File: src/hdl/alarm_regs_consts.vh
`ifndef ALARM_REGS_CONSTS_VH
`define ALARM_REGS_CONSTS_VH
`define ADDR_W 8
`define OFS_MM 8'h00
`define OFS_HH 8'h04
`define OFS_DATE 8'h08
`define OFS_KEY0 8'h0c
`define OFS_KEY1 8'h10
`define OFS_CTRL 8'h14
`define OFS_STAT 8'h18
`define OFS_MASK 8'h1c
`define OFS_LOCK 8'h20
`define KEY0_VAL 32'h1234_5678
`define KEY1_VAL 32'h9abc_def0
`define RST_MM 7'h00
`define RST_HH 8'h00
`define RST_DATE 6'h01
`define RST_CTRL 2'h0
`define MM_W 7
`define HH_W 8
`define DATE_W 6
`define HH_PM_BIT 7
`define CTRL_EN_BIT 0
`define CTRL_12H_BIT 1
`define STAT_ALARM_BIT 0
`define STAT_REJ_BIT 1
`define STAT_W 2
`endif

File: src/hdl/bcd_digit_check.v
`timescale 1ns/1ps
module bcd_digit_check #(
   parameter [3:0] MAX_DIGIT = 4'h9
) (
   input wire [3:0] digit_in,
   output wire ok_out
);
   // A digit is accepted only if it is a decimal value within its limit.
   assign ok_out = (digit_in <= 4'h9) && (digit_in <= MAX_DIGIT);
endmodule

File: src/hdl/unlock_keys.v
`timescale 1ns/1ps
`include "alarm_regs_consts.vh"
module unlock_keys (
   input wire sys_clk_in,
   input wire resetn_in,
   input wire wr_in,
   input wire [`ADDR_W-1:0] addr_in,
   input wire [31:0] wdata_in,
   output wire unlocked_out
);
   reg key0_ok_q;
   reg unlocked_q;
   // Key 0 then key 1 opens; any wrong key value closes again.
   always @(posedge sys_clk_in or negedge resetn_in) begin
      if (!resetn_in) begin
         key0_ok_q <= 1'b0;
         unlocked_q <= 1'b0;
      end else if (wr_in && addr_in == `OFS_KEY0) begin
         key0_ok_q <= (wdata_in == `KEY0_VAL);
         if (wdata_in != `KEY0_VAL) begin
            unlocked_q <= 1'b0;
         end
      end else if (wr_in && addr_in == `OFS_KEY1) begin
         unlocked_q <= key0_ok_q && (wdata_in == `KEY1_VAL);
         key0_ok_q <= 1'b0;
      end
   end
   assign unlocked_out = unlocked_q;
endmodule

File: src/hdl/alarm_time_regs.v
`timescale 1ns/1ps
`include "alarm_regs_consts.vh"
module alarm_time_regs (
   input wire sys_clk_in,
   input wire resetn_in,
   input wire [`ADDR_W-1:0] addr_in,
   input wire [31:0] wdata_in,
   input wire wr_in,
   input wire rd_in,
   output reg [31:0] rdata_out,
   input wire [`MM_W-1:0] cal_mm_in,
   input wire [`HH_W-1:0] cal_hh_in,
   input wire [`DATE_W-1:0] cal_date_in,
   input wire cal_tick_in,
   output wire alarm_match_out,
   output wire irq_out
);
   reg [`MM_W-1:0] mm_q;
   reg [`HH_W-1:0] hh_q;
   reg [`DATE_W-1:0] date_q;
   reg [1:0] ctrl_q;
   reg [`STAT_W-1:0] stat_q;
   reg [`STAT_W-1:0] mask_q;
   reg [`STAT_W-1:0] stat_d;
   reg [31:0] rdata_d;
   wire unlocked;
   wire [5:0] dig_ok;
   wire wr_mm;
   wire wr_hh;
   wire wr_date;
   wire mm_ok;
   wire hh_ok;
   wire date_ok;
   wire rejected;
   wire hit;

   unlock_keys u_keys (
      .sys_clk_in(sys_clk_in),
      .resetn_in(resetn_in),
      .wr_in(wr_in),
      .addr_in(addr_in),
      .wdata_in(wdata_in),
      .unlocked_out(unlocked)
   );

   bcd_digit_check #(.MAX_DIGIT(4'h5)) u_mm_t (.digit_in({1'b0, wdata_in[6:4]}), .ok_out(dig_ok[0]));
   bcd_digit_check #(.MAX_DIGIT(4'h9)) u_mm_u (.digit_in(wdata_in[3:0]), .ok_out(dig_ok[1]));
   bcd_digit_check #(.MAX_DIGIT(4'h2)) u_hh_t (.digit_in({2'b00, wdata_in[5:4]}), .ok_out(dig_ok[2]));
   bcd_digit_check #(.MAX_DIGIT(4'h9)) u_hh_u (.digit_in(wdata_in[3:0]), .ok_out(dig_ok[3]));
   bcd_digit_check #(.MAX_DIGIT(4'h3)) u_dt_t (.digit_in({2'b00, wdata_in[5:4]}), .ok_out(dig_ok[4]));
   bcd_digit_check #(.MAX_DIGIT(4'h9)) u_dt_u (.digit_in(wdata_in[3:0]), .ok_out(dig_ok[5]));

   // Hour and date add whole-value range checks on top of per-digit BCD checks; minutes use digit checks only.
   assign mm_ok = dig_ok[0] && dig_ok[1];
   assign hh_ok = dig_ok[2] && dig_ok[3] && (wdata_in[5:0] <= 6'h24);
   assign date_ok = dig_ok[4] && dig_ok[5] && (wdata_in[5:0] <= 6'h31)
      && (wdata_in[5:0] != 6'h00);

   assign wr_mm = wr_in && (addr_in == `OFS_MM) && unlocked && mm_ok;
   assign wr_hh = wr_in && (addr_in == `OFS_HH) && unlocked && hh_ok;
   assign wr_date = wr_in && (addr_in == `OFS_DATE) && unlocked && date_ok;
   assign rejected = wr_in && !unlocked
      && (addr_in == `OFS_MM || addr_in == `OFS_HH || addr_in == `OFS_DATE);

   always @(posedge sys_clk_in or negedge resetn_in) begin
      if (!resetn_in) begin
         mm_q <= `RST_MM;
         hh_q <= `RST_HH;
         date_q <= `RST_DATE;
         ctrl_q <= `RST_CTRL;
         mask_q <= {`STAT_W{1'b0}};
      end else begin
         if (wr_mm) begin
            mm_q <= wdata_in[`MM_W-1:0];
         end
         if (wr_hh) begin
            hh_q <= {wdata_in[`HH_PM_BIT], 1'b0, wdata_in[5:0]};
         end
         if (wr_date) begin
            date_q <= wdata_in[`DATE_W-1:0];
         end
         if (wr_in && addr_in == `OFS_CTRL) begin
            ctrl_q <= wdata_in[1:0];
         end
         if (wr_in && addr_in == `OFS_MASK) begin
            mask_q <= wdata_in[`STAT_W-1:0];
         end
      end
   end

   // Meridiem bit is compared only in 12-hour mode.
   assign hit = (cal_mm_in == mm_q) && (cal_date_in == date_q)
      && (cal_hh_in[5:0] == hh_q[5:0])
      && (!ctrl_q[`CTRL_12H_BIT] || cal_hh_in[`HH_PM_BIT] == hh_q[`HH_PM_BIT]);
   assign alarm_match_out = cal_tick_in && hit && ctrl_q[`CTRL_EN_BIT];

   // Status is write-one-to-clear; a new event in the same cycle wins.
   always @* begin
      stat_d = stat_q;
      if (wr_in && addr_in == `OFS_STAT) begin
         stat_d = stat_q & ~wdata_in[`STAT_W-1:0];
      end
      if (alarm_match_out) begin
         stat_d[`STAT_ALARM_BIT] = 1'b1;
      end
      if (rejected) begin
         stat_d[`STAT_REJ_BIT] = 1'b1;
      end
   end

   always @(posedge sys_clk_in or negedge resetn_in) begin
      if (!resetn_in) begin
         stat_q <= {`STAT_W{1'b0}};
      end else begin
         stat_q <= stat_d;
      end
   end

   assign irq_out = |(stat_q & mask_q);

   // Reserved bits read zero; unmapped addresses read zero.
   always @* begin
      rdata_d = 32'h0000_0000;
      case (addr_in)
         `OFS_MM: rdata_d[`MM_W-1:0] = mm_q;
         `OFS_HH: rdata_d[`HH_W-1:0] = hh_q;
         `OFS_DATE: rdata_d[`DATE_W-1:0] = date_q;
         `OFS_CTRL: rdata_d[1:0] = ctrl_q;
         `OFS_STAT: rdata_d[`STAT_W-1:0] = stat_q;
         `OFS_MASK: rdata_d[`STAT_W-1:0] = mask_q;
         `OFS_LOCK: rdata_d[0] = unlocked;
         default: rdata_d = 32'h0000_0000;
      endcase
   end

   always @(posedge sys_clk_in or negedge resetn_in) begin
      if (!resetn_in) begin
         rdata_out <= 32'h0000_0000;
      end else if (rd_in) begin
         rdata_out <= rdata_d;
      end else begin
         rdata_out <= 32'h0000_0000;
      end
   end
endmodule

File: config.mk
export PLATFORM = sky130hd
export DESIGN_NAME = alarm_time_regs
export DESIGN_NICKNAME = d
export VERILOG_FILES = /design/src/hdl/bcd_digit_check.v /design/src/hdl/unlock_keys.v /design/src/hdl/alarm_time_regs.v
export VERILOG_INCLUDE_DIRS = /design/src /design/src/hdl
export SDC_FILE = /design/constraint.sdc
export NUM_CORES = 1
export LEC_CHECK = 0
export BUFFER_PORTS_ARGS = -buffer_cell sky130_fd_sc_hd__buf_4
export CORE_UTILIZATION = 30
export CTS_CLUSTER_SIZE = 40
export DETAILED_ROUTE_END_ITERATION = 16
export PLACE_DENSITY = 0.61
export SETUP_SLACK_MARGIN = 0.05
export SYNTH_ARGS = -nofsm -noshare
export SYNTH_HDL_FRONTEND = slang
export SYNTH_SLANG_ARGS = --single-unit
File: constraint.sdc
create_clock -name sys_clk_in -period 2.8 [get_ports sys_clk_in]
set_input_delay 0.28 -clock sys_clk_in [delete_from_list [all_inputs] [get_ports sys_clk_in]]
set_output_delay 0.28 -clock sys_clk_in [all_outputs]
set_load 0.02 [all_outputs]
Yosys cells after proc, flatten, opt, wreduce, memory -nomap -nowiden --
Cells that the tools add are included.
Storage, ports and cells: input bits 66, bits in registers 60
Cells by class: magnitude comparators 8, reductions and logical operators 43, equal/unequal tests 16, mux-type cells 14, bitwise operators 3
Operators by type and width (count):
- $eq 32x29->1 const B | 1
- $eq 32x32->1 const B | 1
- $eq 8x5->1 const B | 4
- $ne 32x29->1 const B | 1
- $logic_and 1x1->1 | 31
- $eq 8x4->1 const B | 2
- $eq 6x6->1 | 2
- $le 6x6->1 const B | 2
- $pmux 4 s3 | 1
- $mux 1 | 9
- $eq 8x3->1 const B | 1
- $eq 8x6->1 const B | 1
- $logic_not 8->1 | 1
- $mux 8 | 1
- $eq 7x7->1 | 1
- $pmux 1 s7 | 1
- $pmux 1 s6 | 1
- $reduce_bool 2->1 | 3
- $reduce_bool 6->1 | 1
- $and 2x2->2 | 2
- $le 2x2->1 const B | 2
- $le 2x4->1 const B | 1
- $le 3x4->1 const B | 1
- $le 4x4->1 const B | 1
- 9 further kinds | 12

Depth between registers and ports, before layout --
Gate-level depths: netlist of the first run.
word-level depth 7, depth in mapped cells 6, mapped depth without buffers 4

Hierarchy --
From an unflattened synthesis of the first run, not the netlist that was laid out.
Second synthesis, totals: cells, all modules 232, area total of the unflattened synthesis 2476.1 um^2
Modules (own cells, without submodules):
- alarm_time_regs | area an instance 2172.1 um^2, times used 1, cells an instance 197
- unlock_keys | area an instance 264.0 um^2, times used 1, cells an instance 29
- bcd_digit_check at u_dt_u ... | area an instance 5.0 um^2, times used 3, cells an instance 1
- bcd_digit_check at u_hh_t | area an instance 12.5 um^2, times used 1, cells an instance 1
- bcd_digit_check at u_mm_t | area an instance 8.8 um^2, times used 1, cells an instance 1
- bcd_digit_check at u_dt_t | area an instance 3.8 um^2, times used 1, cells an instance 1

Worst setup path after synthesis of the first run --
No wires, ideal clock.
kind input to register, start point input addr_in[5], end point register date_q[1], setup time 125 ps, path buffers 2, arrival time 1754 ps, setup slack 921 ps, required time 2675 ps, stages 6, cells stage by stage buf_6 -> nor4_4 -> nand2_1 -> or4_1 -> buf_6 -> mux2_4
On the way: word-level cells in the longest chain between the ends 4
RTL lines:
- from (decl) | line alarm_time_regs.v:6 | input wire [`ADDR_W-1:0] addr_in,
- $eq 8x4->1
- $logic_and 1x1->1 (3 in a row) | line alarm_time_regs.v:61 | assign wr_date = wr_in && (addr_in == `OFS_DATE) && unlocked && date_ok;
- to (signal assigned) | line alarm_time_regs.v:69 | date_q <= `RST_DATE;
- to (signal assigned) | line alarm_time_regs.v:80 | date_q <= wdata_in[`DATE_W-1:0];
- to (decl) | line alarm_time_regs.v:20 | reg [`DATE_W-1:0] date_q;
Every way passes these cells. A chain may end at the register's enable or synchronous reset.

Final worst setup path of the first run --
start point register mm_q[3], end point output alarm_match_out
On the way: word-level cells in the longest chain between the ends 6
RTL lines:
- from (decl) | line alarm_time_regs.v:18 | reg [`MM_W-1:0] mm_q;
- from (signal assigned) | line alarm_time_regs.v:67 | mm_q <= `RST_MM;
- from (signal assigned) | line alarm_time_regs.v:74 | mm_q <= wdata_in[`MM_W-1:0];
- $eq 7x7->1 | line alarm_time_regs.v:92 | assign hit = (cal_mm_in == mm_q) && (cal_date_in == date_q)
- $logic_and 1x1->1 | line alarm_time_regs.v:92
- $logic_and 1x1->1 | line alarm_time_regs.v:93 | && (cal_hh_in[5:0] == hh_q[5:0])
- $logic_and 1x1->1 | line alarm_time_regs.v:92
- $logic_and 1x1->1 (2 in a row) | line alarm_time_regs.v:95 | assign alarm_match_out = cal_tick_in && hit && ctrl_q[`CTRL_EN_BIT];
- to (decl) | line alarm_time_regs.v:15 | output wire alarm_match_out,
Every way passes these cells.

==> results of run 1 <==
## worst max-delay path: stages (launching register included)
cell and delay [ns]:
dfrtp_1 0.41, xnor2_1 0.28, nand3_1 0.11, a2111oi_0 0.61, and2_1 0.23, buf_4 0.14
## worst paths after layout
kind,to,from,slack (ns)
min in group asynchronous,rdata_out[0]$_DFF_PN0_,resetn_in,0.49
max reg2reg,date_q[2]$_DFFE_PN0P_,u_keys.unlocked_out$_DFFE_PN0P_,1.01
max,alarm_match_out,mm_q[3]$_DFFE_PN0P_,0.46
min reg2reg,mask_q[1]$_DFFE_PN0P_,mask_q[1]$_DFFE_PN0P_,0.52
min,hh_q[7]$_DFFE_PN0P_,wdata_in[7],0.25
max in group asynchronous,date_q[0]$_DFFE_PN1P_,resetn_in,1.97
## stage by stage
| stage | util | hold slack [ns] | cell area (um^2) |
|---|---|---|---|
| floorplan | - | -0.0156 | 2450 |
| global placement | 0.394 | 0.268 | 2920 |
| detailed placement | 0.394 | 0.271 | 2920 |
| CTS | 0.411 | 0.234 | 3040 |
| global route | 0.411 | 0.243 | 3040 |
| finish | 0.411 | 0.245 | 3040 |
## timing repair
item                                   CTS  global route
setup buffers                            0             0
endpoints found under the hold margin   35             0
hold buffers                             1             0
## state kept, by name (all words and copies together) (netlist names)
signal / cells
u_keys.unlocked_out: 1
rdata_out: 8
u_keys.key0_ok_q: 1
ctrl_q: 2
mm_q: 7
hh_q: 7
stat_q: 2
date_q: 6
mask_q: 2
## per-layer routing
metal,global-route usage,vias up,wire length [um]
met2,0.263,106,3130
li1,-,951,-
met3,0.0320,9,480
met4,0.0659,0,121
met1,0.211,946,2620
met5,0,-,0
## logic make-up after synthesis
logic type | count (synthesis) | synth area share
simple gates | 83 | 0.221
flops | 36 | 0.382
buf+inv | 33 | 0.0976
mux | 29 | 0.146
compound gates | 24 | 0.0774
xor+xnor | 20 | 0.0742
other cells | 1 | 0.00159
## cells in the final DEF, fill, tap and decap left out, types with 2 or more instances in the layout
master and instances:
buf_4 77, dfrtp_1 35, conb_1 24, mux2_2 20, xnor2_1 17, nand4_1 14, nand3_1 13, nor2_1 11
nand2_1 9, o21ai_0 7, mux2_4 6, nand4b_1 5, nor4_1 5, clkbuf_8 5, nor3_1 4, a22oi_1 4
nor4b_1 4, mux2i_1 3, xor2_1 3, a2111oi_0 2, and4b_1 2, a22o_1 2, a211oi_2 2, nand2b_1 2
## power by group through the flow
stage | logic (mW) | clock network (mW) | registers, mW
floorplan | 0.110 | 0 | 0.538
global placement | 0.194 | 0 | 0.540
detailed placement | 0.197 | 0 | 0.540
CTS | 0.198 | 0.469 | 0.530
global route | 0.215 | 0.500 | 0.530
finish | 0.197 | 0.462 | 0.530
## cell type report
type / instances / area share
Tap cell: 99 / 0.0407
Timing Repair Buffer: 78 / 0.193
Inverter: 1 / 0.00123
Clock inverter: 3 / 0.0140
Multi-Input combinational cell: 180 / 0.432
Clock buffer: 5 / 0.0226
Sequential cell: 36 / 0.296
==> metrics, run 1 <==
CTS tree=built; Internal=0.878 mW; Req. time, crit path=2.52 ns; final hold violation count=0; CTS H-tree depth=2; Post-synth top flop=dfrtp_1; ys async rst share=1.00; Fillers=740; Reg power frac=0.445; pre-CTS setup slack=0.584 ns; # DRC=0; io pins=100; Tightest Hold Check Type=input pin to flip-flop; Die Ht=90.7 um; Final Net Count=368; Std-Cell Rows=31; register clock-pin slew on the reported worst setup and hold paths=0.07 ns; Leak=1.38 nW; DR vias=2012; sw power=0.311 mW; FF/Latch Area=902 um^2; layout cell share with drive strength beyond 1=0.396; synth warn=0; R2R cell count=3; worst slew pin tran=0.712 ns; Initial DRT Pass Iterations=4; number of antenna diodes=0; cell with the most instances after synthesis=dfrtp_1; antenna violations before repair=0; status=finished, final reports clean; Post-synth top cells=35 x dfrtp_1, 24 x buf_4, 20 x mux2_2; DIE AREA=0.00822 mm^2; Routed Wire Length=6.35 mm; Total Power=1.19 mW; CP Class=flip-flop to output port; min Tclk post-route=2.34 ns; period utilisation layout=0.837; Setup violations, final=0; Final WS setup=0.458 ns; RSZ-0062 raised after global routing=no; MaxCap Viol Count=0; Iter 0 DRT Violations=123; Synth-to-Final Area Change=29.0%; Combinational Power Share=0.166; root buffer cell=clkbuf_8; hold-critical path depth=2; Die Wd=90.7 um; Remaining Overflow, GRT=0; CTS sink cnt=36; # resized after CTS=0; pin count of the biggest net entering global routing=37; Final TNS setup=0 ns; Initial Util=0.319; via count of the first global-routing pass=2065; power density over the cells=391 mW/mm^2; multi-input logic area=0.00131 mm^2; Synth Cell Area=0.00236 mm^2; Clk pwr share=0.389; post-synth top area cell=dfrtp_1; crit-path max FO=3; Distinct cells, synth=49; global-route wire length before repair=10.5 mm; Worst setup SP type=flip-flop; EDFF count, synth=0; HPWL after DPL=4.92 mm; syn avg cell area=10.4 um^2; Slew HR=0.524; main area contributors after synthesis=dfrtp_1 37%, mux2_2 9.5%, buf_4 7.6%; #FFs+latches synth=36; final RePlAce weighted congestion=0.858; Buffers on Ports=74; Max Fclk=0.427 GHz; Clock Tree Buf Depth=2; sw frac=0.262; non-filler cells, final=402; max-slew violations=0; Core Area=0.00741 mm^2; peak supply drop=177 uV; remaining antenna violation count after routing=0; dpl cells=393; WL per Instance=15.8 um; Seq/Total Area, Yosys=0.382; Total Routing Usage GR=0.163; TritonCTS buffer count=5; Critical Path AT=2.06 ns; Clock Latency Late Sink=0.29 ns; Synth top area share=0.371; worst clock skew=0.00648 ns; CP endpoint kind=output port; post-synthesis instance total=226; average vias per placed instance=5.00
Power figures use the tool's default switching activity.
==> run 2: changes to the inputs <==
- PLACE_DENSITY: 0.61 -> 0.63
- clock period: 2.8 -> 1.9 ns (I/O delays scaled with it)
==> metrics, run 2 (same netlist as run 1, synthesis figures left out) <==
WL per Instance=15.4 um; global-route wire length before repair=10.1 mm; top flop regs=rdata_out x8, hh_q x7, mm_q x7; Max Fclk=0.519 GHz; Die Wd=90.7 um; register clock-pin slew on the reported worst setup and hold paths=0.07 ns; Setup violations, final=1; max reg flops=8; multi-input logic area=0.00135 mm^2; # DRC=0; startpoint of the worst hold path=rd_in; CP Class=flip-flop to output port; dpl cells=413; Remaining Overflow, GRT=0; TritonCTS buffer count=5; Final WS setup=-0.0285 ns; Std-Cell Rows=31; Req. time, crit path=1.71 ns; Slew HR=0.642; io pins=100; DIE AREA=0.00822 mm^2; Tightest Hold Check Type=input pin to flip-flop; layout cell share with drive strength beyond 1=0.460; Worst setup SP type=flip-flop; CTS sink cnt=36; peak supply drop=310 uV; Clock Latency Late Sink=0.29 ns; RSZ-0062 raised after global routing=yes; DR vias=2136; Leak=1.52 nW; Synth-to-Final Area Change=38.7%; Initial Util=0.319; failing checks=negative setup slack; average vias per placed instance=5.00; crit path launch=date_q[0]$_DFFE_PN1P_; Routed Wire Length=6.56 mm; crit-path max FO=2; Clock Tree Buf Depth=2; pre-CTS setup slack=0.0358 ns; Hold Path End=rdata_out[7]$_DFF_PN0_; Final Net Count=393; power density over the cells=540 mW/mm^2; register bank with the most flops=rdata_out; CP endpoint kind=output port; root buffer cell=clkbuf_8; Die Ht=90.7 um; HPWL after DPL=5.18 mm; Post-Route Utilization=0.442; hold-critical path depth=3; max-slew violations=0; status=finished, violations left; Crit Reg-Reg Endpoint=date_q[3]$_DFFE_PN0P_; min Tclk post-route=1.93 ns; number of antenna diodes=0; antenna violations before repair=0; worst clock skew=0.00902 ns; FF/Latch Area=902 um^2; MaxCap Viol Count=0; Buffers on Ports=74; final RePlAce weighted congestion=0.826; via count of the first global-routing pass=2027; commonest non-fill, non-tap cell in the layout=buf_4; Critical Path AT=1.74 ns; Iter 0 DRT Violations=109; reg2reg start=u_keys.unlocked_out$_DFFE_PN0P_; Fillers=724; Core Area=0.00741 mm^2; final hold violation count=0; pin count of the biggest net entering global routing=37; remaining antenna violation count after routing=0; Total Routing Usage GR=0.160; R2R cell count=4; worst slew pin tran=0.532 ns; Total Power=1.77 mW; setup slack, reg-to-reg=0.34 ns; CTS H-tree depth=2; CTS tree=built; Initial DRT Pass Iterations=5; commonest cells after routing, fill and taps aside=101 x buf_4, 35 x dfrtp_1, 24 x conb_1; period utilisation layout=1.02; non-filler cells, final=427
## run 2: worst max path at each step
stage                                  to  depth (start not counted)  slack, ns
finish                    alarm_match_out                          6      -0.03
global route              alarm_match_out                          6      -0.14
CTS                       alarm_match_out                          6      -0.06
detailed placement        alarm_match_out                          6       0.04
global placement          alarm_match_out                          6       0.02
floorplan           date_q[1]$_DFFE_PN0P_                          6       0.11
## run 2: worst max-delay path, stage by stage (launching register included)
cell	delay [ns]
dfstp_2	0.55
xnor2_2	0.10
nand4_1	0.16
nor4_2	0.22
buf_4	0.18
and2_4	0.13
buf_6	0.11
## run 2: metrics by stage
step	hold slack (ns)	setup TNS, ns	area (um^2)
floorplan	-0.106	0	2450
global placement	0.173	0	3070
detailed placement	0.177	0	3070
CTS	0.138	-0.0597	3240
global route	0.156	-0.138	3270
finish	0.144	-0.0285	3270
## run 2: layout make-up
cell class,count,area share
multi-input combinational,180,0.413
sequential,36,0.276
timing repair buffer,103,0.238
tap,99,0.0379
clock buffer,5,0.0210
clock inverter,3,0.0130
inverter,1,0.00115
## run 2: layer usage
metal | wire, um | up-vias | GRT usage
li1 | - | 997 | -
met1 | 2870 | 1025 | 0.205
met2 | 3150 | 105 | 0.259
met3 | 405 | 9 | 0.0354
met4 | 129 | 0 | 0.0659
met5 | 0 | - | 0
## run 2: report_power, final
part / internal (mW) / leakage [nW] / switching (mW)
clock: 0.388 / 0.0541 / 0.290
combinational: 0.145 / 0.973 / 0.164
sequential: 0.774 / 0.498 / 0.00728
## run 2: repair_timing
item | CTS | global route
hold endpoints to repair | 35 | 0
setup endpoints to repair | 1 | 1
pin swaps | 5 | 9
gates cloned | 0 | 0
gates resized for setup | 7 | 1
buffers inserted | 2 | 3
hold buffers | 1 | 0
